$ cat config.mk
export PLATFORM = sky130hd
export DESIGN_NAME = wdt_timer
export DESIGN_NICKNAME = d
export VERILOG_FILES = /design/src/rtl/wdt_pkg.sv /design/src/rtl/wdt_prescaler.sv /design/src/rtl/wdt_timer.sv
export VERILOG_INCLUDE_DIRS = /design/src /design/src/rtl
export SDC_FILE = /design/constraint.sdc
export NUM_CORES = 1
export LEC_CHECK = 0
export BUFFER_PORTS_ARGS = -buffer_cell sky130_fd_sc_hd__buf_4
export CORE_AREA = 2 2 110 112
export CTS_BUF_LIST = sky130_fd_sc_hd__clkbuf_8
export DETAILED_ROUTE_END_ITERATION = 6
export DIE_AREA = 0 0 112 114
export GPL_TIMING_DRIVEN = 0
export PLACE_DENSITY = 0.73
export SYNTH_ARGS = -nofsm -noshare
export SYNTH_HDL_FRONTEND = slang
export SYNTH_SLANG_ARGS = --single-unit
$ cat constraint.sdc
create_clock -name mclk -period 7.05 [get_ports mclk]
set_input_delay 0.705 -clock mclk [delete_from_list [all_inputs] [get_ports mclk]]
set_output_delay 0.705 -clock mclk [all_outputs]
set_load 0.01 [all_outputs]
$ cat src/rtl/wdt_map.svh
/*
 * Address map, key bytes, field positions, reset values and timing counts
 * of the watchdog / interval timer.
 * Assumes inclusion by bare name from any design or bench file.
 */
`ifndef WDT_MAP_SVH
`define WDT_MAP_SVH

// ----------------------------------------------------------------------
// Addresses
// ----------------------------------------------------------------------
`define WDT_ADDR_TCS_WR 32'hFFFF8610
`define WDT_ADDR_TCS_RD 32'hFFFF8610
`define WDT_ADDR_CNT_RD 32'hFFFF8611
`define WDT_ADDR_RCS_WR 32'hFFFF8612
`define WDT_ADDR_RCS_RD 32'hFFFF8613

// ----------------------------------------------------------------------
// Write keys (upper byte of a word write) and flag clear data (lower byte)
// ----------------------------------------------------------------------
`define WDT_KEY_LOAD 8'h5A
`define WDT_KEY_CTRL 8'hA5
`define WDT_FLAG_CLR_DATA 8'h00

// ----------------------------------------------------------------------
// Field positions
// ----------------------------------------------------------------------
`define WDT_TCS_FLAG_BIT 7
`define WDT_TCS_MODE_BIT 6
`define WDT_TCS_ENA_BIT 5
`define WDT_TCS_CKS_MSB 2
`define WDT_TCS_CKS_LSB 0
`define WDT_RCS_FLAG_BIT 7
`define WDT_RCS_RENA_BIT 6
`define WDT_RCS_RTYP_BIT 5

// ----------------------------------------------------------------------
// Reset values, fixed read bits and counter maximum
// ----------------------------------------------------------------------
`define WDT_TCS_RESET 8'h18
`define WDT_CNT_RESET 8'h00
`define WDT_RCS_RESET 8'h1F
`define WDT_TCS_FIXED 8'h18
`define WDT_RCS_FIXED 8'h1F
`define WDT_CNT_MAX 8'hFF

// ----------------------------------------------------------------------
// Timing counts in mclk cycles and prescaler width in bits
// ----------------------------------------------------------------------
`define WDT_PIN_OUT_CYCLES 8'h80
`define WDT_RST_OUT_CYCLES 10'h200
`define WDT_PRESCALE_WIDTH 13

`endif

$ cat src/rtl/wdt_pkg.sv
/*
 * Types shared by the watchdog / interval timer and its bench.
 * Assumes nothing of its surroundings.
 */
package wdt_pkg;

  // ----------------------------------------------------------------------
  // Bus access
  // ----------------------------------------------------------------------
  typedef enum logic [1:0] {
    WDT_SIZE_BYTE,
    WDT_SIZE_WORD,
    WDT_SIZE_LONG
  } wdt_size_e;

  typedef struct packed {
    logic wr;
    wdt_size_e size;
    logic [31:0] addr;
    logic [15:0] wdata;
  } wdt_bus_req_s;

  typedef enum logic [1:0] {
    WDT_BUS_IDLE,
    WDT_BUS_WAIT1,
    WDT_BUS_WAIT2
  } wdt_bus_state_e;

  typedef logic [2:0] wdt_cks_t;

endpackage

$ cat src/rtl/wdt_prescaler.sv
/*
 * Free-running prescaler producing one-cycle tick pulses at the selected
 * divide ratio of mclk.
 * Assumes a single clock domain and a synchronous active-high reset.
 */
`timescale 1ns/1ns
`include "wdt_map.svh"

module wdt_prescaler #(
  parameter int WIDTH = `WDT_PRESCALE_WIDTH
) (
  input wire logic mclk,
  input wire logic sys_rst,
  input wire wdt_pkg::wdt_cks_t clock_select,
  output logic tick
);

  logic [WIDTH-1:0] div_reg;
  logic [WIDTH-1:0] div_next;
  logic tick_reg;
  logic tick_next;
  logic [WIDTH-1:0] mask;

  // ----------------------------------------------------------------------
  // Select code to divide exponent
  // ----------------------------------------------------------------------
  function automatic logic [3:0] div_shift(input wdt_pkg::wdt_cks_t sel);
    case (sel)
      3'h0: div_shift = 4'h1;
      3'h1: div_shift = 4'h6;
      3'h2: div_shift = 4'h7;
      3'h3: div_shift = 4'h8;
      3'h4: div_shift = 4'h9;
      3'h5: div_shift = 4'hA;
      3'h6: div_shift = 4'hC;
      default: div_shift = 4'hD;
    endcase
  endfunction

  always_comb begin
    mask = (WIDTH'(1) << div_shift(clock_select)) - WIDTH'(1);
    div_next = div_reg + WIDTH'(1);
    tick_next = ((div_reg & mask) == mask);
  end

  always_ff @(posedge mclk) begin
    if (sys_rst) begin
      div_reg <= '0;
      tick_reg <= 1'b0;
    end else begin
      div_reg <= div_next;
      tick_reg <= tick_next;
    end
  end

  assign tick = tick_reg;

endmodule

$ cat src/rtl/wdt_timer.sv
/*
 * Watchdog / interval timer: 8-bit counter, control/status and reset
 * control registers behind keyed word writes and byte reads, overflow
 * pin pulse, internal reset pulse and interval interrupt.
 * Assumes synchronous bus inputs on mclk and one access at a time.
 */
// What this block does
// - 8-bit up counter, ticks while enabled
// - Wrap FF to 00 raises pin or interrupt
// - Counter clears on power-on, kept in standby
// - Flag, mode, enable clear on reset and standby
// - Clock select clears except in software standby
// - Interval flag set only by interval overflow
// - Interval flag cleared by writing zero after reading it as one, or by reset or standby
// - Mode 0 interval, mode 1 watchdog
// - Enable low holds counter at zero, except during standby where it keeps its value
// - Bits 4 and 3 read as one
// - Eight divide ratios from 2 to 8192
// - Counter and control: keyed word writes only
// - Byte reads: TCS at its write address, CNT and RCS at separate read addresses
// - Every access takes three bus cycles
// - Watchdog overflow drives pin, optional reset
// - Key 5A loads counter, A5 loads control
// - Overflow pin low for 128 cycles
// - Internal reset 512 cycles, type selectable
// - Reset control keyed clear and load
`timescale 1ns/1ns
`include "wdt_map.svh"

module wdt_timer #(
  parameter int PRESCALE_WIDTH = `WDT_PRESCALE_WIDTH
) (
  input wire logic mclk,
  input wire logic sys_rst,
  input wire logic hw_standby,
  input wire logic sw_standby,
  input wire logic bus_valid,
  input wire wdt_pkg::wdt_bus_req_s bus_req,
  output logic bus_ack,
  output logic [7:0] bus_rdata,
  output logic overflow_out_n,
  output logic interval_irq,
  output logic internal_reset,
  output logic reset_type_manual
);

  // ----------------------------------------------------------------------
  // State
  // ----------------------------------------------------------------------
  logic [7:0] wd_count_reg, wd_count_next;
  logic interval_flag_reg, interval_flag_next;
  logic mode_select_reg, mode_select_next;
  logic count_enable_reg, count_enable_next;
  wdt_pkg::wdt_cks_t clock_select_reg, clock_select_next;
  logic watchdog_flag_reg, watchdog_flag_next;
  logic internal_reset_enable_reg, internal_reset_enable_next;
  logic reset_type_select_reg, reset_type_select_next;
  logic iflag_seen_reg, iflag_seen_next;
  logic wflag_seen_reg, wflag_seen_next;
  logic [7:0] pin_cnt_reg, pin_cnt_next;
  logic [9:0] rst_cnt_reg, rst_cnt_next;
  logic overflow_out_n_reg, overflow_out_n_next;
  logic internal_reset_reg, internal_reset_next;
  logic reset_type_manual_reg, reset_type_manual_next;
  wdt_pkg::wdt_bus_state_e bus_state_reg, bus_state_next;
  wdt_pkg::wdt_bus_req_s req_reg, req_next;
  logic bus_ack_reg, bus_ack_next;
  logic [7:0] bus_rdata_reg, bus_rdata_next;

  logic tick;
  logic overflow;
  logic wd_overflow;
  logic it_overflow;
  logic do_access;
  logic word_wr;
  logic byte_rd;
  logic [7:0] key;
  logic [7:0] wlo;
  logic [7:0] tcs_view;
  logic [7:0] rcs_view;

  // ----------------------------------------------------------------------
  // Prescaler
  // ----------------------------------------------------------------------
  wdt_prescaler #(
    .WIDTH(PRESCALE_WIDTH)
  ) u_prescaler (
    .mclk(mclk),
    .sys_rst(sys_rst),
    .clock_select(clock_select_reg),
    .tick(tick)
  );

  // ----------------------------------------------------------------------
  // Register views
  // ----------------------------------------------------------------------
  always_comb begin
    tcs_view = `WDT_TCS_FIXED;
    tcs_view[`WDT_TCS_FLAG_BIT] = interval_flag_reg;
    tcs_view[`WDT_TCS_MODE_BIT] = mode_select_reg;
    tcs_view[`WDT_TCS_ENA_BIT] = count_enable_reg;
    tcs_view[`WDT_TCS_CKS_MSB:`WDT_TCS_CKS_LSB] = clock_select_reg;
    rcs_view = `WDT_RCS_FIXED;
    rcs_view[`WDT_RCS_FLAG_BIT] = watchdog_flag_reg;
    rcs_view[`WDT_RCS_RENA_BIT] = internal_reset_enable_reg;
    rcs_view[`WDT_RCS_RTYP_BIT] = reset_type_select_reg;
  end

  // ----------------------------------------------------------------------
  // Bus sequencing
  // ----------------------------------------------------------------------
  always_comb begin
    bus_state_next = bus_state_reg;
    req_next = req_reg;
    bus_ack_next = 1'b0;
    bus_rdata_next = bus_rdata_reg;
    do_access = 1'b0;
    case (bus_state_reg)
      wdt_pkg::WDT_BUS_IDLE: begin
        if (bus_valid) begin
          req_next = bus_req;
          bus_state_next = wdt_pkg::WDT_BUS_WAIT1;
        end
      end
      wdt_pkg::WDT_BUS_WAIT1: begin
        bus_state_next = wdt_pkg::WDT_BUS_WAIT2;
      end
      wdt_pkg::WDT_BUS_WAIT2: begin
        do_access = 1'b1;
        bus_ack_next = 1'b1;
        bus_state_next = wdt_pkg::WDT_BUS_IDLE;
        bus_rdata_next = 8'h00;
        if (!req_reg.wr && req_reg.size == wdt_pkg::WDT_SIZE_BYTE) begin
          case (req_reg.addr)
            `WDT_ADDR_TCS_RD: bus_rdata_next = tcs_view;
            `WDT_ADDR_CNT_RD: bus_rdata_next = wd_count_reg;
            `WDT_ADDR_RCS_RD: bus_rdata_next = rcs_view;
            default: bus_rdata_next = 8'h00;
          endcase
        end
      end
      default: begin
        bus_state_next = wdt_pkg::WDT_BUS_IDLE;
      end
    endcase
    word_wr = do_access && req_reg.wr &&
              req_reg.size == wdt_pkg::WDT_SIZE_WORD;
    byte_rd = do_access && !req_reg.wr &&
              req_reg.size == wdt_pkg::WDT_SIZE_BYTE;
    key = req_reg.wdata[15:8];
    wlo = req_reg.wdata[7:0];
  end

  always_ff @(posedge mclk) begin
    if (sys_rst) begin
      bus_state_reg <= wdt_pkg::WDT_BUS_IDLE;
      req_reg <= '0;
      bus_ack_reg <= 1'b0;
      bus_rdata_reg <= 8'h00;
    end else begin
      bus_state_reg <= bus_state_next;
      req_reg <= req_next;
      bus_ack_reg <= bus_ack_next;
      bus_rdata_reg <= bus_rdata_next;
    end
  end

  // ----------------------------------------------------------------------
  // Counter and timer control/status
  // ----------------------------------------------------------------------
  always_comb begin
    overflow = tick && count_enable_reg &&
               wd_count_reg == `WDT_CNT_MAX;
    wd_overflow = overflow && mode_select_reg;
    it_overflow = overflow && !mode_select_reg;
    wd_count_next = wd_count_reg;
    interval_flag_next = interval_flag_reg;
    mode_select_next = mode_select_reg;
    count_enable_next = count_enable_reg;
    clock_select_next = clock_select_reg;
    iflag_seen_next = iflag_seen_reg;
    if (count_enable_reg && tick) begin
      wd_count_next = wd_count_reg + 8'h01;
    end
    if (byte_rd && req_reg.addr == `WDT_ADDR_TCS_RD &&
        interval_flag_reg) begin
      iflag_seen_next = 1'b1;
    end
    if (word_wr && req_reg.addr == `WDT_ADDR_TCS_WR) begin
      if (key == `WDT_KEY_LOAD) begin
        wd_count_next = wlo;
      end else if (key == `WDT_KEY_CTRL) begin
        mode_select_next = wlo[`WDT_TCS_MODE_BIT];
        count_enable_next = wlo[`WDT_TCS_ENA_BIT];
        clock_select_next = wlo[`WDT_TCS_CKS_MSB:`WDT_TCS_CKS_LSB];
        if (!wlo[`WDT_TCS_FLAG_BIT] && iflag_seen_reg) begin
          interval_flag_next = 1'b0;
          iflag_seen_next = 1'b0;
        end
      end
    end
    if (wd_overflow) begin
      wd_count_next = `WDT_CNT_RESET;
      mode_select_next = 1'b0;
      count_enable_next = 1'b0;
      clock_select_next = 3'h0;
    end
    if (it_overflow) begin
      interval_flag_next = 1'b1;
    end
    if (!count_enable_next) begin
      wd_count_next = `WDT_CNT_RESET;
    end
    if (hw_standby || sw_standby) begin
      wd_count_next = wd_count_reg;
      interval_flag_next = 1'b0;
      mode_select_next = 1'b0;
      count_enable_next = 1'b0;
      iflag_seen_next = 1'b0;
    end
    if (hw_standby) begin
      clock_select_next = 3'h0;
    end
  end

  always_ff @(posedge mclk) begin
    if (sys_rst) begin
      wd_count_reg <= `WDT_CNT_RESET;
      interval_flag_reg <= 1'b0;
      mode_select_reg <= 1'b0;
      count_enable_reg <= 1'b0;
      clock_select_reg <= 3'h0;
      iflag_seen_reg <= 1'b0;
    end else begin
      wd_count_reg <= wd_count_next;
      interval_flag_reg <= interval_flag_next;
      mode_select_reg <= mode_select_next;
      count_enable_reg <= count_enable_next;
      clock_select_reg <= clock_select_next;
      iflag_seen_reg <= iflag_seen_next;
    end
  end

  // ----------------------------------------------------------------------
  // Reset control/status
  // ----------------------------------------------------------------------
  always_comb begin
    watchdog_flag_next = watchdog_flag_reg;
    internal_reset_enable_next = internal_reset_enable_reg;
    reset_type_select_next = reset_type_select_reg;
    wflag_seen_next = wflag_seen_reg;
    if (byte_rd && req_reg.addr == `WDT_ADDR_RCS_RD &&
        watchdog_flag_reg) begin
      wflag_seen_next = 1'b1;
    end
    if (word_wr && req_reg.addr == `WDT_ADDR_RCS_WR) begin
      if (key == `WDT_KEY_CTRL && wlo == `WDT_FLAG_CLR_DATA &&
          wflag_seen_reg) begin
        watchdog_flag_next = 1'b0;
        wflag_seen_next = 1'b0;
      end else if (key == `WDT_KEY_LOAD) begin
        internal_reset_enable_next = wlo[`WDT_RCS_RENA_BIT];
        reset_type_select_next = wlo[`WDT_RCS_RTYP_BIT];
      end
    end
    if (wd_overflow) begin
      watchdog_flag_next = 1'b1;
    end
    if (hw_standby || sw_standby) begin
      watchdog_flag_next = 1'b0;
      internal_reset_enable_next = 1'b0;
      reset_type_select_next = 1'b0;
      wflag_seen_next = 1'b0;
    end
  end

  always_ff @(posedge mclk) begin
    if (sys_rst) begin
      watchdog_flag_reg <= 1'b0;
      internal_reset_enable_reg <= 1'b0;
      reset_type_select_reg <= 1'b0;
      wflag_seen_reg <= 1'b0;
    end else begin
      watchdog_flag_reg <= watchdog_flag_next;
      internal_reset_enable_reg <= internal_reset_enable_next;
      reset_type_select_reg <= reset_type_select_next;
      wflag_seen_reg <= wflag_seen_next;
    end
  end

  // ----------------------------------------------------------------------
  // Overflow pin and internal reset pulses
  // ----------------------------------------------------------------------
  always_comb begin
    pin_cnt_next = pin_cnt_reg;
    rst_cnt_next = rst_cnt_reg;
    reset_type_manual_next = reset_type_manual_reg;
    if (pin_cnt_reg != 8'h00) begin
      pin_cnt_next = pin_cnt_reg - 8'h01;
    end
    if (rst_cnt_reg != 10'h000) begin
      rst_cnt_next = rst_cnt_reg - 10'h001;
    end
    if (wd_overflow) begin
      pin_cnt_next = `WDT_PIN_OUT_CYCLES;
      if (internal_reset_enable_reg) begin
        rst_cnt_next = `WDT_RST_OUT_CYCLES;
        reset_type_manual_next = reset_type_select_reg;
      end
    end
    overflow_out_n_next = (pin_cnt_next == 8'h00);
    internal_reset_next = (rst_cnt_next != 10'h000);
  end

  always_ff @(posedge mclk) begin
    if (sys_rst) begin
      pin_cnt_reg <= 8'h00;
      rst_cnt_reg <= 10'h000;
      overflow_out_n_reg <= 1'b1;
      internal_reset_reg <= 1'b0;
      reset_type_manual_reg <= 1'b0;
    end else begin
      pin_cnt_reg <= pin_cnt_next;
      rst_cnt_reg <= rst_cnt_next;
      overflow_out_n_reg <= overflow_out_n_next;
      internal_reset_reg <= internal_reset_next;
      reset_type_manual_reg <= reset_type_manual_next;
    end
  end

  // ----------------------------------------------------------------------
  // Outputs
  // ----------------------------------------------------------------------
  assign bus_ack = bus_ack_reg;
  assign bus_rdata = bus_rdata_reg;
  assign overflow_out_n = overflow_out_n_reg;
  assign interval_irq = interval_flag_reg;
  assign internal_reset = internal_reset_reg;
  assign reset_type_manual = reset_type_manual_reg;

endmodule

==> metrics.yaml, run 1 <==
r2r_slack_ps: 4280
worstMarginPinSlew_ps: 1040
htreeDepth: 4
route.detailed.drc: 0
postSynthAreaPerCell_um2: 7.99
fin_crit_sh_pct: 39.3
reg2regPathDepth: 7
cts_tree: "done"
status: "completed"
tns_ps: 0
synth_cell_type_count: 53
cp.required_ps: 7370
cp_top_family: "simple AND/OR/NAND/NOR gates"
rr_endpoint: "rst_cnt_reg[8]$_SDFF_PP0_"
synth_fp_nets: 704
via_count: 4784
vdd.ir_drop.worst_mv: 0.262
ant_nets: 0
seq_power_share_pct: 42.5
crit_path_end_kind: "flip-flop"
max-cap-violations: 0
grt_max_degree: 17
die_h_um: 114
cts_buffers: 17
pwr-share-comb_pct: 23.6
min_path_cells: 2
synth_enable_flop_cells: 0
vias_per_cell: 5.38
synth_cells: 642
setup_viol: 0
yosysSeqAreaShare_pct: 45.3
slew_headroom_pct: 30.0
largest_reg_flops: 43
wl_per_cell_um: 14.5
cp_max_fo: 9
dp_hpwl_mm: 9.44
clock_path_buffers: 2
clk_latency_ps: 450
grt_pass1_vias: 4590
design.core.area_um2: 11700
worstSetupStartpointType: "flip-flop"
cts-root-buf: "clkbuf_8"
cts_resized: 0
io_buffers: 68
postCtsSetupBuffers: 0
cp.arrival_ps: 3090
die-area_um2: 12800
syn_area_um2: 5130
hold_path_end: "req_reg[25]$_SDFFE_PP0P_"
synth_top_area_share_pct: 45.3
reg2reg_from: "wd_count_reg[0]$_SDFFE_PP0N_"
crit_type: "flip-flop to flip-flop"
hold_viol_final: 0
die_w_um: 112
clock_sinks: 116
antenna_found_initial: 0
min_period_ps: 2770
num_antenna_cells: 0
clock.fmax_mhz: 361
initial_core_util_pct: 43.8
synthAdderAreaFrac_pct: 1.66
grt_usage_pct: 20.9
cpPeakStageDelay_ps: 930
synth_xor_area_share_pct: 2.73
grt_setup_unrepaired: "no"
p_switching_uw: 593
synth_area_leader_cell: "dfxtp_1"
clkPwrFrac_pct: 33.9
synth_compound_area_share_pct: 14.3
leakage_uw: 0.00232
drtPass1Iterations: 5
cp_cell_sequence: "ha_1, nand3_1, nor4_1, nand2_1, nand2b_1, clkbuf_1, nor2_1"
min-delay-start: "req_reg[25]$_SDFFE_PP0P_"
grt_overflow_total: 0
p_sw_share_pct: 32.3
dr.first_iter.drc_count: 312
slew_viol_final: 0
worst-path-buf-inv: 1
synth_common_cells: "nand2_1, dfxtp_1, a21oi_1, nor2_1, o21ai_0"
ys_ff_latch: 116
io_pins: 69
clk_pin_slew_ps: 80
row_count: 40
yosys_warnings: 0
clock_skew_ps: 12.6
synth.area.mux_share_pct: 3.66
cp_slowest_cell: "nor4_1"
synthSimpleGateAreaFrac_pct: 29.0
hold_ws_ps: 457
globalplace.congestion: 0.935
yosysMostFrequentCell: "nand2_1"
drive_above_1_share_pct: 15.8
cts_hold_buf: 0
ys_async_sr_fraction_pct: 0
p_per_area_nw_per_um2: 294
final_nets: 791
grt_pass1_wl_mm: 21.4
drt_wl_total_mm: 12.8
areaGrowthSynthToFinish_pct: 21.4
synth_top_family_by_area: "simple AND/OR/NAND/NOR gates"
synthTopCellsByArea: "dfxtp_1, nand2_1, a21oi_1"
synth_ff_type: "dfxtp_1"
intPower_uw: 1240
hold_path.class: "flip-flop to flip-flop"
area by class of cell:
cell class,instances,area [um2]
tap,147,184
timing repair buffer,68,510
buffer,33,133
clock buffer,17,234
sequential,116,2320
multi-input combinational,483,2640
inverter,10,37.5
fill,1136,5480
clock inverter,15,171
cells in the final DEF (no fill, tap or decap), types with 5 or more instances in the layout:
cell      instances
ha_1              6
nor2b_1           6
mux2i_1          12
or2_2             5
and2_1            5
mux2_2            6
xor2_1            8
clkbuf_1         27
nand3_1          14
nor4b_1           5
clkbuf_8         17
nor2_1           47
or3_1            13
xnor2_1           8
a21oi_1          75
buf_4            68
clkinv_4          6
inv_6             5
inv_1            10
nand2_1         146
a22oi_1           9
nand3b_1          6
o21ai_0          31
nor3_1           22
dfxtp_1         116
nand4_1           9
nor4_1            6
metrics by stage:
stage	area [um2]	util (%)	instances	total power, uW	setup slack [ps]
floorplan	5130	-	642	1110	4820
global placement	5830	49.7	857	1200	4420
detailed placement	5830	49.7	857	1220	4370
CTS	6230	53.2	889	1840	4340
global route	6230	53.2	889	1940	4030
finish	6230	53.2	889	1830	4280
worst max-delay path by stage:
stage / slack (ps) / from / cells past startpoint / to
finish: 4280 / wd_count_reg[0]$_SDFFE_PP0N_ / 7 / rst_cnt_reg[8]$_SDFF_PP0_
global route: 4030 / wd_count_reg[0]$_SDFFE_PP0N_ / 7 / rst_cnt_reg[8]$_SDFF_PP0_
CTS: 4340 / wd_count_reg[0]$_SDFFE_PP0N_ / 7 / rst_cnt_reg[7]$_SDFF_PP0_
detailed placement: 4370 / wd_count_reg[0]$_SDFFE_PP0N_ / 7 / rst_cnt_reg[8]$_SDFF_PP0_
global placement: 4420 / wd_count_reg[0]$_SDFFE_PP0N_ / 7 / rst_cnt_reg[3]$_SDFF_PP0_
floorplan: 4820 / req_reg[28]$_SDFFE_PP0P_ / 7 / wd_count_reg[6]$_SDFFE_PP0N_
power by group through the flow:
stage	combinational, uW	clock [uW]	sequential [uW]
floorplan	330	0	780
global placement	415	0	788
detailed placement	428	0	792
CTS	432	635	778
global route	492	662	788
finish	433	622	779
layer usage:
| metal | vias to the layer above | wire length [um] | global-route usage, % |
|---|---|---|---|
| met5 | - | 0 | 0 |
| met4 | 0 | 310 | 8.70 |
| met1 | 2194 | 5790 | 26.1 |
| li1 | 2411 | - | - |
| met3 | 23 | 776 | 5.31 |
| met2 | 156 | 5970 | 34.5 |
tightest hold or removal path: stages, from the launching register on:
cell,delay (ps)
dfxtp_1,310
nand2_1,50
a21oi_1,50
cell families (layout without fill, tap and decap cells):
logic type / count (synthesis) / after routing
AOI/OAI and AO/OA: 133 / 133
buffers and inverters: 43 / 143
adders and majority gates: 7 / 7
and+or+nand+nor: 308 / 308
xor gates and xnor gates: 16 / 16
muxes: 18 / 18
DFF: 116 / 116
other: 1 / 1
(Power assumes the default switching activity.)
==> inputs of run 2 (changes only) <==
- clock period: 7.05 -> 2.66 ns (I/O delays scaled with it)
==> run 2 against run 1 <==
Sequential power rose to 2.6 times the previous value. Die area is the same. First-iteration DRC count rose by 16%. Wire length grew 0.24%. Utilization is 0.29 points higher. Global-route usage unchanged. Hold slack got worse by 400 ps. Combinational power grew to 2.7 times the previous value. Clock skew increased by 0.68 ps. Critical path depth is the same. Critical endpoint is now wd_count_reg[5]$_SDFFE_PP0N_.
==> metrics.yaml, run 2 (synthesized netlist as in run 1, its figures left out) <==
reg2reg_from: "req_reg[26]$_SDFFE_PP0P_"
reg2regPathDepth: 7
io_buffers: 68
row_count: 40
grt_pass1_wl_mm: 21.4
cp_slowest_cell: "nor4_4"
cts_tree: "done"
globalplace.congestion: 0.935
num_antenna_cells: 0
final_nets: 793
grt_usage_pct: 20.9
largest_reg_flops: 43
cts_buffers: 17
dr.first_iter.drc_count: 361
final_cell_mix: "nand2_1, dfxtp_1, a21oi_1"
crit_path_end_kind: "flip-flop"
via_count: 4815
setup_viol: 0
drt_wl_total_mm: 12.9
cp_cell_sequence: "nor4bb_1, nand4_1, nor4_4, mux2i_1, buf_6, a22oi_1, o21ai_1"
max-cap-violations: 0
p_per_area_nw_per_um2: 776
cpPeakStageDelay_ps: 500
drtPass1Iterations: 5
antenna_found_initial: 0
grt_max_degree: 17
grt_pass1_vias: 4594
io_pins: 69
status: "completed"
fin_crit_sh_pct: 91.8
rr_endpoint: "wd_count_reg[5]$_SDFFE_PP0N_"
cp-startpoint: "req_reg[26]$_SDFFE_PP0P_"
leakage_uw: 0.00234
worstSetupStartpointType: "flip-flop"
vdd.ir_drop.worst_mv: 0.695
areaGrowthSynthToFinish_pct: 22.1
fillers: 1133
wl_per_cell_um: 14.5
clock.fmax_mhz: 410
hold_path.class: "input port to flip-flop"
clock_path_buffers: 2
die_w_um: 112
drive_above_1_share_pct: 16.3
r2r_slack_ps: 220
vias_per_cell: 5.40
clk_pin_slew_ps: 80
design.core.area_um2: 11700
clock_skew_ps: 13.2
slew_headroom_pct: 55.7
dp_hpwl_mm: 9.44
dpl_cell_area_um2: 5830
crit_type: "flip-flop to flip-flop"
slew_viol_final: 0
clock_sinks: 116
die-area_um2: 12800
cp.required_ps: 3040
die_h_um: 114
ant_nets: 0
hold_viol_final: 0
grt_overflow_total: 0
final_common_cell: "nand2_1"
htreeDepth: 4
route.detailed.drc: 0
initial_core_util_pct: 43.8
clk_latency_ps: 450
hold_ws_ps: 54.8
min_period_ps: 2440
cts-root-buf: "clkbuf_8"
cts_hold_buf: 0
cp-endpoint: "wd_count_reg[5]$_SDFFE_PP0N_"
worstMarginPinSlew_ps: 655
cp.arrival_ps: 2820
fin_area_um2: 6260
cp_max_fo: 10
-- run 2: layer usage --
layer | GRT usage (%) | vias up | wire, um
met4 | 8.70 | 0 | 275
met3 | 5.31 | 22 | 701
met1 | 26.1 | 2215 | 5870
met5 | 0 | - | 0
met2 | 34.6 | 162 | 6030
li1 | - | 2416 | -
-- run 2: final cells by class --
cell class	instances	area [um2]	area share, %
multi-input cells	483	2650	42.4
plain buffers	32	129	2.06
well taps	147	184	2.94
flip-flops and latches	116	2320	37.1
inverters	10	37.5	0.599
repair buffers	71	533	8.51
clock inverters	15	171	2.74
clock buffers	17	234	3.73
-- run 2: worst min-delay path by stage --
stage,startpoint,to,slack (ps),cells past startpoint
finish,hw_standby,clock_select_reg[2]$_SDFFE_PP0P_,50,2
floorplan,hw_standby,clock_select_reg[0]$_SDFFE_PP0P_,340,1
global placement,req_reg[27]$_SDFFE_PP0P_,req_reg[27]$_SDFFE_PP0P_,440,2
global route,bus_req[38],req_reg[38]$_SDFFE_PP0P_,50,3
detailed placement,req_reg[44]$_SDFFE_PP0P_,req_reg[44]$_SDFFE_PP0P_,450,2
CTS,hw_standby,clock_select_reg[2]$_SDFFE_PP0P_,30,2
-- run 2: metrics by stage --
| step | instances | worst slack (ps) | power [uW] | TNS (ps) | utilization (%) |
|---|---|---|---|---|---|
| floorplan | 642 | 429 | 2940 | 0 | - |
| global placement | 857 | 34.6 | 3190 | 0 | 49.7 |
| detailed placement | 857 | -19.4 | 3230 | -46.1 | 49.7 |
| CTS | 889 | 1.14 | 4890 | 0 | 53.3 |
| global route | 891 | -0.0959 | 5150 | -0.0959 | 53.5 |
| finish | 891 | 219 | 4860 | 0 | 53.5 |
-- run 2: repair_timing --
item	CTS	global route
setup endpoints to repair	9	9
gates resized for setup	1	1
pin swaps	0	1
buffers inserted	0	3
-- run 2: report_power, final --
| part | total (uW) | leakage (uW) | internal [uW] | switching (uW) |
|---|---|---|---|---|
| sequential | 2060 | 0.000948 | 1910 | 155 |
| combinational | 1150 | 0.00119 | 527 | 621 |
| clock | 1650 | 0.000198 | 853 | 796 |
-- run 2: worst max-delay path, delay by kind of cell (launching register included) --
kind | cells | cell delay [ps]
AND/OR/NAND/NOR | 3 | 1180
multiplexers | 1 | 460
flip-flops | 1 | 330
buffers and inverters | 1 | 210
AO/OA/AOI/OAI | 2 | 180
